===== config.mk =====
export PLATFORM = sky130hd
export DESIGN_NAME = scc_core
export DESIGN_NICKNAME = d
export VERILOG_FILES = /design/src/core/scc_pkg.sv /design/src/core/scc_core.sv
export SDC_FILE = /design/constraint.sdc
export NUM_CORES = 1
export LEC_CHECK = 0
export BUFFER_PORTS_ARGS = -buffer_cell sky130_fd_sc_hd__buf_2
export CORE_MARGIN = 8
export CORE_UTILIZATION = 56
export CTS_CLUSTER_DIAMETER = 50
export DETAILED_ROUTE_END_ITERATION = 16
export HOLD_SLACK_MARGIN = 0.03
export PLACE_DENSITY = 0.91
export RECOVER_POWER = 25
export SYNTH_ARGS = -nofsm -noshare
export SYNTH_HDL_FRONTEND = slang
export SYNTH_SLANG_ARGS = --single-unit

===== constraint.sdc =====
create_clock -name sys_clk -period 2.75 [get_ports sys_clk]
set_input_delay 0.55 -clock sys_clk [delete_from_list [all_inputs] [get_ports sys_clk]]
set_output_delay 0.55 -clock sys_clk [all_outputs]
set_load 0.05 [all_outputs]

===== src/core/scc_pkg.sv =====
package scc_pkg;
   // ------------------------------------------------------------
   // widths and constants
   // ------------------------------------------------------------
   localparam int DATA_W = 16;
   localparam int CNT_W = 5;
   localparam logic [DATA_W-1:0] CRC_INIT = 16'h0000;
   localparam logic [DATA_W-1:0] CRC_POLY_RST = 16'h0007;
   localparam logic [CNT_W-1:0] BIT_ZERO = 5'h00;
   localparam logic [CNT_W-1:0] BITS_8 = 5'h08;
   localparam logic [CNT_W-1:0] BITS_16 = 5'h10;
   localparam logic [1:0] BUF_ZERO = 2'h0;
   localparam logic [1:0] BUF_DEPTH = 2'h2;
   localparam int BUF_MSB = 1;

   // pin synchroniser taps (three stages)
   typedef struct packed {
      logic [2:0] sck;
      logic [2:0] ssn;
      logic [2:0] mosi;
   } scc_sync_type;

   // status flag group
   typedef struct packed {
      logic tx_buffer_empty;
      logic rx_buffer_not_empty;
      logic link_busy;
      logic checksum_mismatch;
      logic mode_fault;
      logic overrun_error;
      logic frame_format_error;
      logic underrun_error;
      logic channel_side;
   } scc_flags_type;

   typedef enum logic [1:0] {
      SCC_IDLE,
      SCC_DATA,
      SCC_CRC
   } scc_phase_type;

   // whole state of the core
   typedef struct packed {
      scc_sync_type sync;
      logic [1:0][DATA_W-1:0] txq;
      logic [1:0] tx_cnt;
      logic [DATA_W-1:0] rx_buf;
      logic [DATA_W-1:0] shift_out;
      logic [DATA_W-1:0] shift_in;
      logic [CNT_W-1:0] bitn;
      logic [DATA_W-1:0] crc_tx;
      logic [DATA_W-1:0] crc_rx;
      logic crc_en_d;
      logic send_next;
      logic miso;
      scc_phase_type phase;
      scc_flags_type flags;
   } scc_state_type;
endpackage


===== src/core/scc_core.sv =====
// Operation
// - received words land in a receive buffer; sent words wait in a transmit buffer
// - data window read returns receive buffer; write loads transmit buffer
// - with send-next set, checksum follows last word; send-next clears itself as that last word completes
// - partner checksum compared with receive checksum; mismatch sets flag, error irq
// - checksum reacts to serial clock rising edges once enabled, regardless of peripheral enable
// - in slave mode checksum keeps updating while slave select is high
// - disabled peripheral, checksum enable cleared then set, resets checksum values
// - three interrupt sources backed by seven pending indications
// - mismatch, mode fault spi only; underrun, frame error i2s only; overrun both
// - two separately enabled dma requests for tx space and rx data
// - link busy shows serial layer activity or a non-empty transmit buffer
`timescale 1ns/1ns
module scc_core
   import scc_pkg::*;
(
   input wire logic sys_clk, // core clock
   input wire logic srst, // sync reset, active high
   input wire logic clk_en, // freezes all state when low
   input wire logic peripheral_enable, // link enable
   input wire logic checksum_enable, // checksum unit enable
   input wire logic word16, // 1: 16-bit words, 0: 8-bit
   input wire logic i2s_mode, // 1: audio mode
   input wire logic [DATA_W-1:0] crc_poly, // checksum polynomial
   input wire logic set_send_next, // pulse: append checksum
   input wire logic [DATA_W-1:0] dw_wdata, // data window write value
   input wire logic dw_wvalid, // data window write strobe
   output logic dw_wready, // transmit buffer has room
   output logic [DATA_W-1:0] dw_rdata, // data window read value
   input wire logic dw_rd, // data window read strobe
   input wire logic clr_mismatch, // pulse: clear checksum mismatch
   input wire logic clr_overrun, // pulse: clear overrun
   input wire logic mode_fault_in, // mode fault event
   input wire logic underrun_in, // audio underrun event
   input wire logic frame_err_in, // audio frame error event
   input wire logic channel_side_in, // audio channel side
   input wire logic clr_audio_err, // pulse: clear audio errors and mode fault
   input wire logic tx_irq_enable, // tx empty interrupt enable
   input wire logic rx_irq_enable, // rx not empty interrupt enable
   input wire logic error_irq_enable, // error interrupt enable
   input wire logic tx_dma_enable, // tx dma request enable
   input wire logic rx_dma_enable, // rx dma request enable
   input wire logic sck_pin, // slave serial clock
   input wire logic ssn_pin, // slave_select_n pin
   input wire logic mosi_pin, // serial data in
   output logic miso_pin, // serial data out
   output logic miso_oe, // high while driving serial out
   output scc_flags_type flags, // status flags
   output logic [6:0] pending, // seven pending indications
   output logic tx_irq, // tx buffer empty interrupt
   output logic rx_irq, // rx not empty interrupt
   output logic err_irq, // combined error interrupt
   output logic tx_dma_request, // tx dma request
   output logic rx_dma_request, // rx dma request
   output logic [DATA_W-1:0] rx_checksum_register, // receive checksum
   output logic [DATA_W-1:0] tx_checksum_value // transmit checksum
);

   scc_state_type cur_ff;
   scc_state_type nxt_ff;
   logic sck_rise;
   logic sck_fall;
   logic ssn_low;
   logic sdi;
   logic [CNT_W-1:0] wlen;
   logic crc_restart;
   logic push;
   logic last_bit;
   logic [DATA_W-1:0] msb_mask;

   // the core is a slave only: the partner owns the serial clock and select.
   // all pins run through three stages; a clock edge is taken once the new level reaches stage two.
   // every flag that hardware sets and a pulse clears lets the set win when
   // both fall in one cycle, so no event is ever lost to a late clear.

   // ------------------------------------------------------------
   // pin sampling and decode
   // ------------------------------------------------------------
   // edge when stage two holds the new level and stage three still the old one
   assign sck_rise = cur_ff.sync.sck[1] & ~cur_ff.sync.sck[2];
   assign sck_fall = ~cur_ff.sync.sck[1] & cur_ff.sync.sck[2];
   assign ssn_low = ~cur_ff.sync.ssn[2];
   assign sdi = cur_ff.sync.mosi[2];
   assign wlen = word16 ? BITS_16 : BITS_8;
   assign last_bit = (cur_ff.bitn == wlen - 5'h01);
   assign msb_mask = word16 ? 16'h8000 : 16'h0080;
   assign crc_restart = checksum_enable & ~cur_ff.crc_en_d & ~peripheral_enable;
   assign push = dw_wvalid & (cur_ff.tx_cnt != BUF_DEPTH);

   // ------------------------------------------------------------
   // next state
   // ------------------------------------------------------------
   always_comb
   begin
      logic crc_fb;
      logic [DATA_W-1:0] load;
      logic pop;
      logic rx_load;
      crc_fb = 1'b0;
      load = '0;
      pop = 1'b0;
      rx_load = 1'b0;
      nxt_ff = cur_ff;
      // error clears first, so that a set later in this cycle wins
      if (clr_mismatch)
         nxt_ff.flags.checksum_mismatch = 1'b0;
      if (clr_overrun)
         nxt_ff.flags.overrun_error = 1'b0;
      if (clr_audio_err)
      begin
         nxt_ff.flags.underrun_error = 1'b0;
         nxt_ff.flags.frame_format_error = 1'b0;
         nxt_ff.flags.mode_fault = 1'b0;
      end
      nxt_ff.sync.sck = {cur_ff.sync.sck[1:0], sck_pin};
      nxt_ff.sync.ssn = {cur_ff.sync.ssn[1:0], ssn_pin};
      nxt_ff.sync.mosi = {cur_ff.sync.mosi[1:0], mosi_pin};
      nxt_ff.crc_en_d = checksum_enable;
      nxt_ff.flags.channel_side = channel_side_in;
      if (set_send_next)
         nxt_ff.send_next = 1'b1;
      if (crc_restart)
      begin
         nxt_ff.crc_tx = CRC_INIT;
         nxt_ff.crc_rx = CRC_INIT;
      end
      // checksum on every rising edge outside the checksum phase, select ignored
      if (checksum_enable && sck_rise && cur_ff.phase != SCC_CRC)
      begin
         crc_fb = sdi ^ |(cur_ff.crc_rx & msb_mask);
         nxt_ff.crc_rx = (cur_ff.crc_rx << 1) ^ (crc_fb ? crc_poly : '0);
         crc_fb = cur_ff.miso ^ |(cur_ff.crc_tx & msb_mask);
         nxt_ff.crc_tx = (cur_ff.crc_tx << 1) ^ (crc_fb ? crc_poly : '0);
      end
      // receive shift and word completion
      if (peripheral_enable && ssn_low && sck_rise)
      begin
         nxt_ff.shift_in = {cur_ff.shift_in[DATA_W-2:0], sdi};
         nxt_ff.bitn = cur_ff.bitn + 5'h01;
         if (cur_ff.phase == SCC_IDLE)
            nxt_ff.phase = SCC_DATA;
         if (last_bit)
         begin
            nxt_ff.bitn = BIT_ZERO;
            if (cur_ff.phase == SCC_CRC)
            begin
               if ({cur_ff.shift_in[DATA_W-2:0], sdi} != (cur_ff.crc_rx & (word16 ? 16'hffff : 16'h00ff)))
                  nxt_ff.flags.checksum_mismatch = 1'b1;
               nxt_ff.phase = SCC_IDLE;
            end
            else
            begin
               // receive buffer fill, overrun if unread
               if (cur_ff.flags.rx_buffer_not_empty && !dw_rd)
                  nxt_ff.flags.overrun_error = 1'b1;
               else
               begin
                  // short words sit in the low byte, upper byte reads zero
                  if (word16)
                     nxt_ff.rx_buf = {cur_ff.shift_in[DATA_W-2:0], sdi};
                  else
                     nxt_ff.rx_buf = {8'h00, cur_ff.shift_in[6:0], sdi};
                  nxt_ff.flags.rx_buffer_not_empty = 1'b1;
                  rx_load = 1'b1;
               end
               if (cur_ff.send_next && cur_ff.tx_cnt == BUF_ZERO)
               begin
                  nxt_ff.phase = SCC_CRC;
                  nxt_ff.send_next = 1'b0;
               end
               else if (cur_ff.tx_cnt == BUF_ZERO)
                  nxt_ff.phase = SCC_IDLE;
            end
         end
      end
      // transmit shift on falling edge, load at word start
      if (peripheral_enable && ssn_low && sck_fall)
      begin
         if (cur_ff.bitn == BIT_ZERO)
         begin
            if (cur_ff.phase == SCC_CRC)
               load = cur_ff.crc_tx;
            else if (cur_ff.tx_cnt != BUF_ZERO)
            begin
               load = cur_ff.txq[0];
               pop = 1'b1;
            end
            else if (i2s_mode)
               nxt_ff.flags.underrun_error = 1'b1;
            nxt_ff.shift_out = word16 ? load : {load[7:0], 8'h00};
            nxt_ff.miso = word16 ? load[15] : load[7];
            if (word16)
               nxt_ff.shift_out = {load[14:0], 1'b0};
            else
               nxt_ff.shift_out = {load[6:0], 9'h000};
         end
         else
         begin
            nxt_ff.miso = cur_ff.shift_out[DATA_W-1];
            nxt_ff.shift_out = {cur_ff.shift_out[DATA_W-2:0], 1'b0};
         end
      end
      if (pop)
      begin
         nxt_ff.txq[0] = cur_ff.txq[1];
         nxt_ff.tx_cnt = cur_ff.tx_cnt - 2'h1;
      end
      if (push)
      begin
         nxt_ff.txq[nxt_ff.tx_cnt[0]] = dw_wdata;
         nxt_ff.tx_cnt = nxt_ff.tx_cnt + 2'h1;
      end
      nxt_ff.flags.tx_buffer_empty = (nxt_ff.tx_cnt == BUF_ZERO);
      // data window read drains receive buffer
      // a word landing in the same cycle keeps the flag set
      if (dw_rd && !rx_load)
         nxt_ff.flags.rx_buffer_not_empty = 1'b0;
      nxt_ff.flags.link_busy = (nxt_ff.phase != SCC_IDLE) | ~nxt_ff.flags.tx_buffer_empty;
      // outside error events; clears were applied above, so sets win
      if (mode_fault_in)
         nxt_ff.flags.mode_fault = 1'b1;
      if (frame_err_in)
         nxt_ff.flags.frame_format_error = 1'b1;
      if (underrun_in)
         nxt_ff.flags.underrun_error = 1'b1;
      if (!peripheral_enable)
      begin
         nxt_ff.phase = SCC_IDLE;
         nxt_ff.bitn = BIT_ZERO;
      end
   end

   // ------------------------------------------------------------
   // state register
   // ------------------------------------------------------------
   always_ff @(posedge sys_clk)
   begin
      if (srst)
      begin
         cur_ff <= '0;
         // clock idles high: a low reset value would fake a rising edge
         cur_ff.sync.sck <= 3'h7;
         cur_ff.sync.ssn <= 3'h7;
         cur_ff.crc_tx <= CRC_INIT;
         cur_ff.crc_rx <= CRC_INIT;
         cur_ff.phase <= SCC_IDLE;
         cur_ff.flags.tx_buffer_empty <= 1'b1;
      end
      else if (clk_en)
         cur_ff <= nxt_ff;
   end

   // ------------------------------------------------------------
   // outputs
   // ------------------------------------------------------------
   // status flags, mode-filtered
   always_comb
   begin
      flags = cur_ff.flags;
      flags.checksum_mismatch = cur_ff.flags.checksum_mismatch & ~i2s_mode;
      flags.mode_fault = cur_ff.flags.mode_fault & ~i2s_mode;
      flags.underrun_error = cur_ff.flags.underrun_error & i2s_mode;
      flags.frame_format_error = cur_ff.flags.frame_format_error & i2s_mode;
   end
   assign pending = {flags.tx_buffer_empty, flags.rx_buffer_not_empty, flags.checksum_mismatch,
                     flags.mode_fault, flags.overrun_error, flags.underrun_error, flags.frame_format_error};
   assign tx_irq = tx_irq_enable & flags.tx_buffer_empty;
   assign rx_irq = rx_irq_enable & flags.rx_buffer_not_empty;
   assign err_irq = error_irq_enable & (flags.checksum_mismatch | flags.mode_fault | flags.overrun_error
                                        | flags.underrun_error | flags.frame_format_error);
   // dma requests
   // tx request follows buffer room, rx request follows held data
   assign tx_dma_request = tx_dma_enable & dw_wready;
   assign rx_dma_request = rx_dma_enable & cur_ff.flags.rx_buffer_not_empty;
   assign dw_wready = (cur_ff.tx_cnt != BUF_DEPTH);
   assign dw_rdata = cur_ff.rx_buf;
   assign miso_pin = cur_ff.miso;
   // serial out is driven only while enabled and selected
   assign miso_oe = peripheral_enable & ssn_low;
   // checksum values are visible for reading at any time
   assign rx_checksum_register = cur_ff.crc_rx;
   assign tx_checksum_value = cur_ff.crc_tx;
endmodule


# ---- After elaboration in Yosys (flattened, before gate mapping)
# Index checks and enable logic that the tools add are counted.
dict set report totals {
  wordCells 175
  register_bits 141
  out_inout_bits 72
  in_bits 57
}
dict set report classes {
  eq_ne 8
  addsub 4
  mux 67
  n_reduce_logical 33
  n_bitwise 36
  order_cmp 2
}
# op count
set ops {}
lappend ops {{$mux 16} 10}
lappend ops {{$mux 32} 2}
lappend ops {{$and 16x16->16} 3}
lappend ops {{$mux 1} 39}
lappend ops {{$mux 18} 2}
lappend ops {{$bwmux 32} 1}
lappend ops {{$reduce_or 16->1} 2}
lappend ops {{$xor 16x16->16} 2}
lappend ops {{$mux 5} 4}
lappend ops {{$demux 16 s1} 1}
lappend ops {{$mux 2} 8}
lappend ops {{$ne 16x16->1} 1}
lappend ops {{$and 1x1->1} 15}
lappend ops {{$reduce_and 2->1} 7}
lappend ops {{$reduce_bool 2->1} 7}
lappend ops {{$reduce_and 5->1} 2}
lappend ops {{$logic_and 1x1->1} 9}
lappend ops {{$not 1->1} 9}
lappend ops {{$logic_not 2->1} 3}
lappend ops {{$ne 2x1->1 const B} 3}
lappend ops {{$add 5x1->5 const B} 1}
lappend ops {{$eq 5x5->1} 1}
lappend ops {{$logic_not 5->1} 1}
lappend ops {{$or 1x1->1} 5}
lappend ops {{9 further kinds} 12}

# ---- Logic depth before layout (Yosys ltp)
dict set report depth {
  ltp_word 15
  mapped_depth 11
  ltp_nobuf 7
}

# ---- Least setup slack after synthesis
# OpenSTA, ideal clock, no wires.
dict set report synth_timing {
  kind {input-to-reg}
  from {input port peripheral_enable}
  to {register cur_ff[105] (netlist bit)}
  required_time_ns 2.692
  setup_slack_ns -0.269
  cell_stages 8
  setup_ns 0.058
  path_buffers 3
  t_arrival_ns 2.960
  cell_sequence {buf_2 > nor2b_1 > and4_4 > buf_4 > mux2i_1 > clkbuf_1 > nand2_1 > nand2_1}
}
dict set report synth_via {
  elab_chain_len 10
  word_cells_on_any_way 11
  classes_between {order compare (2); mux (6); reduce/logical (3)}
}
# element line_no
set synth_rtl {}
lappend synth_rtl {{start, declared} scc_core.sv:20} ;# input wire logic peripheral_enable,
lappend synth_rtl {{$logic_and 1x1->1 * (2 in a row)} scc_core.sv:177} ;# if (peripheral_enable && ssn_low && sck_fall)
lappend synth_rtl {{$mux 1 *} scc_core.sv:177}
lappend synth_rtl {{$mux 18 *} scc_core.sv:203} ;# if (pop)
lappend synth_rtl {{$lt 1x2->1 (not written as such) / $ge 1x1->1 (equally long branches)} scc_core.sv:210} ;# nxt_ff.txq[nxt_ff.tx_cnt[0]] = dw_wdata;
lappend synth_rtl {{$logic_and 1x1->1 (not written as such)} scc_core.sv:210}
lappend synth_rtl {{$mux 16 (not written as such)} scc_core.sv:210}
lappend synth_rtl {{$demux 16 s1} scc_core.sv:210}
lappend synth_rtl {{$bwmux 32} scc_core.sv:210}
lappend synth_rtl {{$mux 18 *} scc_core.sv:208} ;# if (push)
lappend synth_rtl {{end signal, assigned} scc_core.sv:250} ;# cur_ff <= nxt_ff;
lappend synth_rtl {{end, declared} scc_core.sv:59} ;# scc_state_type cur_ff;
# Mark *: on every way between the ends. The rest lies on a longest branch, timed or not.
# A chain may end at the register's enable or synchronous reset.

# ---- Worst setup path after layout
dict set report layout_timing {
  from {register cur_ff[99] (netlist bit)}
  to {register cur_ff[125] (netlist bit)}
}
dict set report layout_via {
  elab_chain_len 11
  word_cells_on_any_way 16
  classes_between {add/sub (1); order compare (2); eq/ne (1); mux (8); bitwise (1); reduce/logical (3)}
}
# element line_no
set layout_rtl {}
lappend layout_rtl {{$reduce_bool 2->1} scc_core.sv:183} ;# else if (cur_ff.tx_cnt != BUF_ZERO)
lappend layout_rtl {{$mux 1} scc_core.sv:183}
lappend layout_rtl {{$mux 1} scc_core.sv:181} ;# if (cur_ff.phase == SCC_CRC)
lappend layout_rtl {{$mux 1} scc_core.sv:179} ;# if (cur_ff.bitn == BIT_ZERO)
lappend layout_rtl {{$mux 1} scc_core.sv:177}
lappend layout_rtl {{$mux 18} scc_core.sv:203}
lappend layout_rtl {{$lt 1x2->1 (not written as such) / $ge 1x1->1 (equally long branches)} scc_core.sv:210}
lappend layout_rtl {{$logic_and 1x1->1 (not written as such)} scc_core.sv:210}
lappend layout_rtl {{$mux 16 (not written as such)} scc_core.sv:210}
lappend layout_rtl {{$demux 16 s1} scc_core.sv:210}
lappend layout_rtl {{$bwmux 32} scc_core.sv:210}
# Several ways; a longest one is shown, not always the timed one.

==> results.md <==
Global route:
- The remaining global-route overflow is 0.
- Entering global routing, the biggest net connects 79 pins.
- The via count of the first global-routing pass came to 5664.
- The total track usage is 21.4%.
- The initial antenna violation count is 1.
- The global-route wire length before repair is 28.3 mm.

Timing:
- The final critical-path required period is 2.44 ns.
- Clock skew on the completed layout was measured at 0.00712 ns.
- The number of hold violations in the final report is 0.
- Setup violations remaining at the end of the flow were counted as 0.
- For the pin with the worst max-slew slack, the measured transition is 1.32 ns.
- In the post-route analysis, the smallest setup slack over all paths is 0.314 ns.
- Adding up every negative setup slack in the final design gives 0 ns.
- The number of max-slew violations in the final report is 0.
- Setup repair after global routing left no endpoint under its margin.
- The worst slew margin relative to its limit is 12.1%.
- For this run, the top clock speed supported by timing is 410 MHz.
- The final period utilization is 88.6%.
- Final hold analysis gives a worst-case slack of 0.330 ns.

Power and ir drop:
- Sequential cells burn 43.7% of the power.
- The internal cell power is 3.69 mW.
- The leakage power is 3.07 nW.
- For this design the total switching power over the nets is 1.10 mW.
- Of the total power, the share spent switching nets is 23.0%.
- Combinational logic is responsible for 7.0% of the overall power.
- Power spread over the standard cell area amounts to 600 mW/mm².
- The relative contribution of the clock network to total power is 49.3%.
- Across the VDD grid, the largest voltage drop is 0.000387 V.

Clock network:
- TritonCTS built the clock tree.
- The clock net sink count is 140.
- The maximum level of the CTS H-tree is 4.
- The maximum number of buffers from clock root to sink is 2.
- The CTS buffer count is 17.
- Clock-pin slew was measured on the worst setup and hold paths at 0.06 ns.
- At the later pin of the worst-skew pair, clock insertion delay measures 0.42 ns.
- Clock tree synthesis selected as its root buffer the cell clkbuf_16.

Die:
- The floorplan core area is 0.0125 mm².
- The width of the chip is 129 µm.
- The die is 129 µm tall.
- In this run the core area contains 41 standard-cell rows.
- For this configuration, the core starts out at a cell density of 56.8%.
- The die area is 0.0165 mm².
- In this run the count of I/O pins placed on the die edge is 129.

Synthesis:
- The biggest area contributor in the post-synthesis netlist is dfxtp_1.
- The synthesized area per cell is 8.45 µm².
- Yosys attributes the largest share of cell area to dfxtp_1 39%, nand2_1 6.9%, buf_4 6.4%.
- Synthesis produced 841 cells.
- The number of warnings printed during yosys synthesis is 0.
- The post-synthesis sequential area ratio is 39.4%.
- The distinct cell type count of the synthesized netlist is 56.
- The synthesized design devotes to its leading area cell type 39.4% of total area.
- Counting flops with a built-in enable in the synthesized netlist gives 0.
- The fraction of registers with async set/reset is 0%.
- The net count of the mapped netlist is 902.
- After synthesis the netlist holds a flip-flop and latch count of 140.
- The top flip-flop cell by instance count after synthesis is dfxtp_1.
- The synthesized netlist occupies a cell area of 0.00711 mm².

Placed design:
- The detailed placement HPWL is 12.4 mm.
- The number of placed instances, taps included, is 1043.
- The number of buffers added on ports is 128.
- The congestion estimate from routability-driven global placement came to 0.892.
- The worst setup timing slack at the placement stage is 0.261 ns.

Drt:
- After detailed routing, the number of remaining DRC violations is 0.
- The amount of wire on met3 after detailed routing is 1.18 mm.
- The first routing iteration left 527 violations.
- The routed length on met1 is 7.54 mm.
- The per-cell routed wire length is 16.4 µm.
- The detailed-routed wire length on met2 is 8.57 mm.
- The top layer used by detailed routing is met4.
- The detailed router placed 6069 vias in this run.
- Once detail routing completed, the nets flagged for antenna violations numbered 0.
- After detailed routing, the total wire length is 17.7 mm.
- The total iterations of the first detailed-routing run is 5.
- The post-detailed-route via-to-cell ratio is 5.64.

Critical path:
- Of all nets on the critical path, the largest fanout is 16.
- The worst setup path is of the reg -> reg kind.
- The reg-to-reg endpoint is cur_ff[125].
- In this run the register-to-register setup slack is 0.31 ns.
- The number of cells on the worst reg-to-reg path is 8.
- The arrival time at the worst endpoint is 2.78 ns.
- The critical path endpoint category is a register.
- The worst register-to-register path begins at cur_ff[99].
- For the worst setup path, the data required time is 3.10 ns.
- The critical path startpoint category is a register.

Layout:
- The final cell utilization of the core is 63.8%.
- In the layout the commonest cells are 140 x dfxtp_1, 130 x nand2_1, 90 x buf_2.
- From synthesis to final layout, the design area changed by 12.4%.
- The net count reported at finish is 951.
- The most frequent standard cell in the layout excluding fill and tap cells is dfxtp_1.
- In the final layout, the share of cells above drive strength 1 is 16.4%.
- The number of standard cells in the layout, taps in and fillers out is 1076.

Min path:
- The sink of the worst hold path is cur_ff[114].
- The class of the tightest hold or removal check is in -> reg.
- The instance count along the most critical hold path is 3.
- In this run the most critical hold path is launched from dw_wdata[13].

Run status:
- The flow ran to the end, and the final reports show no timing, DRC or antenna violations.

Run:
- Across the run, the number of max-cap violations was 0.
per-stage QoR:
stage	instance area (µm²)	total power, mW
after CTS	8030	4.81
after global routing	7990	4.92
final	7990	4.79
after detailed placement	7420	2.47
after floorplan	7110	2.37
after global placement	7420	2.46
metal layers:
metal	vias to the layer above	GRT usage, %
met5	-	0
met2	222	35.7
met3	33	6.00
li1	2958	-
met4	0	8.98
met1	2856	25.4
logic make-up after synthesis:
kind of cell    count (synthesis)  share of synthesized area [%]
compound gates                157                           15.3
xor+xnor                       50                           6.16
fa+ha+maj                       4                          0.704
mux                            34                           4.81
buf+inv                       124                           10.1
flops                         140                           39.4
simple gates                  332                           23.4
final cells by class:
cell class	instances	area [µm²]
clock inverter	13	174
inverter	8	30.0
clock buffer	19	433
multi-input combinational	577	3600
tap	172	215
fill	1074	4530
antenna	1	2.50
sequential	140	2800
timing repair buffer	146	726
timing repair:
item                                    CTS  global route
hold endpoints to repair                  0             0
endpoints found under the setup margin    0             1
hold buffers                              0             0
buffers inserted                          0             0
resized for setup                         0             1
synth_stat cells (all sizes together), types with 2 or more instances:
library cell	instances
dfxtp	140
nand2	130
buf	72
nor2	50
a21oi	48
clkbuf	44
nand2b	43
nand3	37
xor2	36
mux2i	33
o2bb2ai	32
a22oi	20
nor2b	14
xnor2	14
a31oi	11
o21ai	11
a311oi	10
and2	10
and3b	9
a211oi	7
inv	7
nand4	7
and3	6
a211o	5
ha	4
nor3	4
nor4bb	4
nor3b	3
nor4	3
a21o	2
a2bb2oi	2
nor4b	2
or3	2
or4	2
critical path, cell delays in order (launching register included):
cell	delay, ns
dfxtp_1	0.45
inv_1	0.18
ha_1	0.30
nor3b_1	0.20
and4_4	0.34
xnor2_1	0.15
and3_1	0.20
buf_4	0.29
mux2i_1	0.24
sequential cells by signal, indices dropped and copies added (netlist names):
name,cells
dw_rdata,16
flags,5
rx_checksum_register,16
cur_ff,86
miso_pin,1
tx_checksum_value,16
power groups by stage:
stage                     Combinational (mW)  Sequential (mW)  Clock, mW
after floorplan                        0.239             2.13          0
after global placement                 0.322             2.14          0
after detailed placement               0.329             2.14          0
after CTS                              0.332             2.09       2.38
after global routing                   0.363             2.10       2.46
final                                  0.334             2.09       2.37
worst max-delay path by stage:
stage	cells past startpoint	to	from
finish	8	cur_ff[125]	cur_ff[99]
global route	8	cur_ff[127]	cur_ff[99]
CTS	7	cur_ff[101]	cur_ff[99]
detailed placement	7	cur_ff[113]	cur_ff[99]
global placement	7	cur_ff[104]	cur_ff[99]
floorplan	8	cur_ff[105]	peripheral_enable
Note: power is estimated with default switching activity, not from simulation.
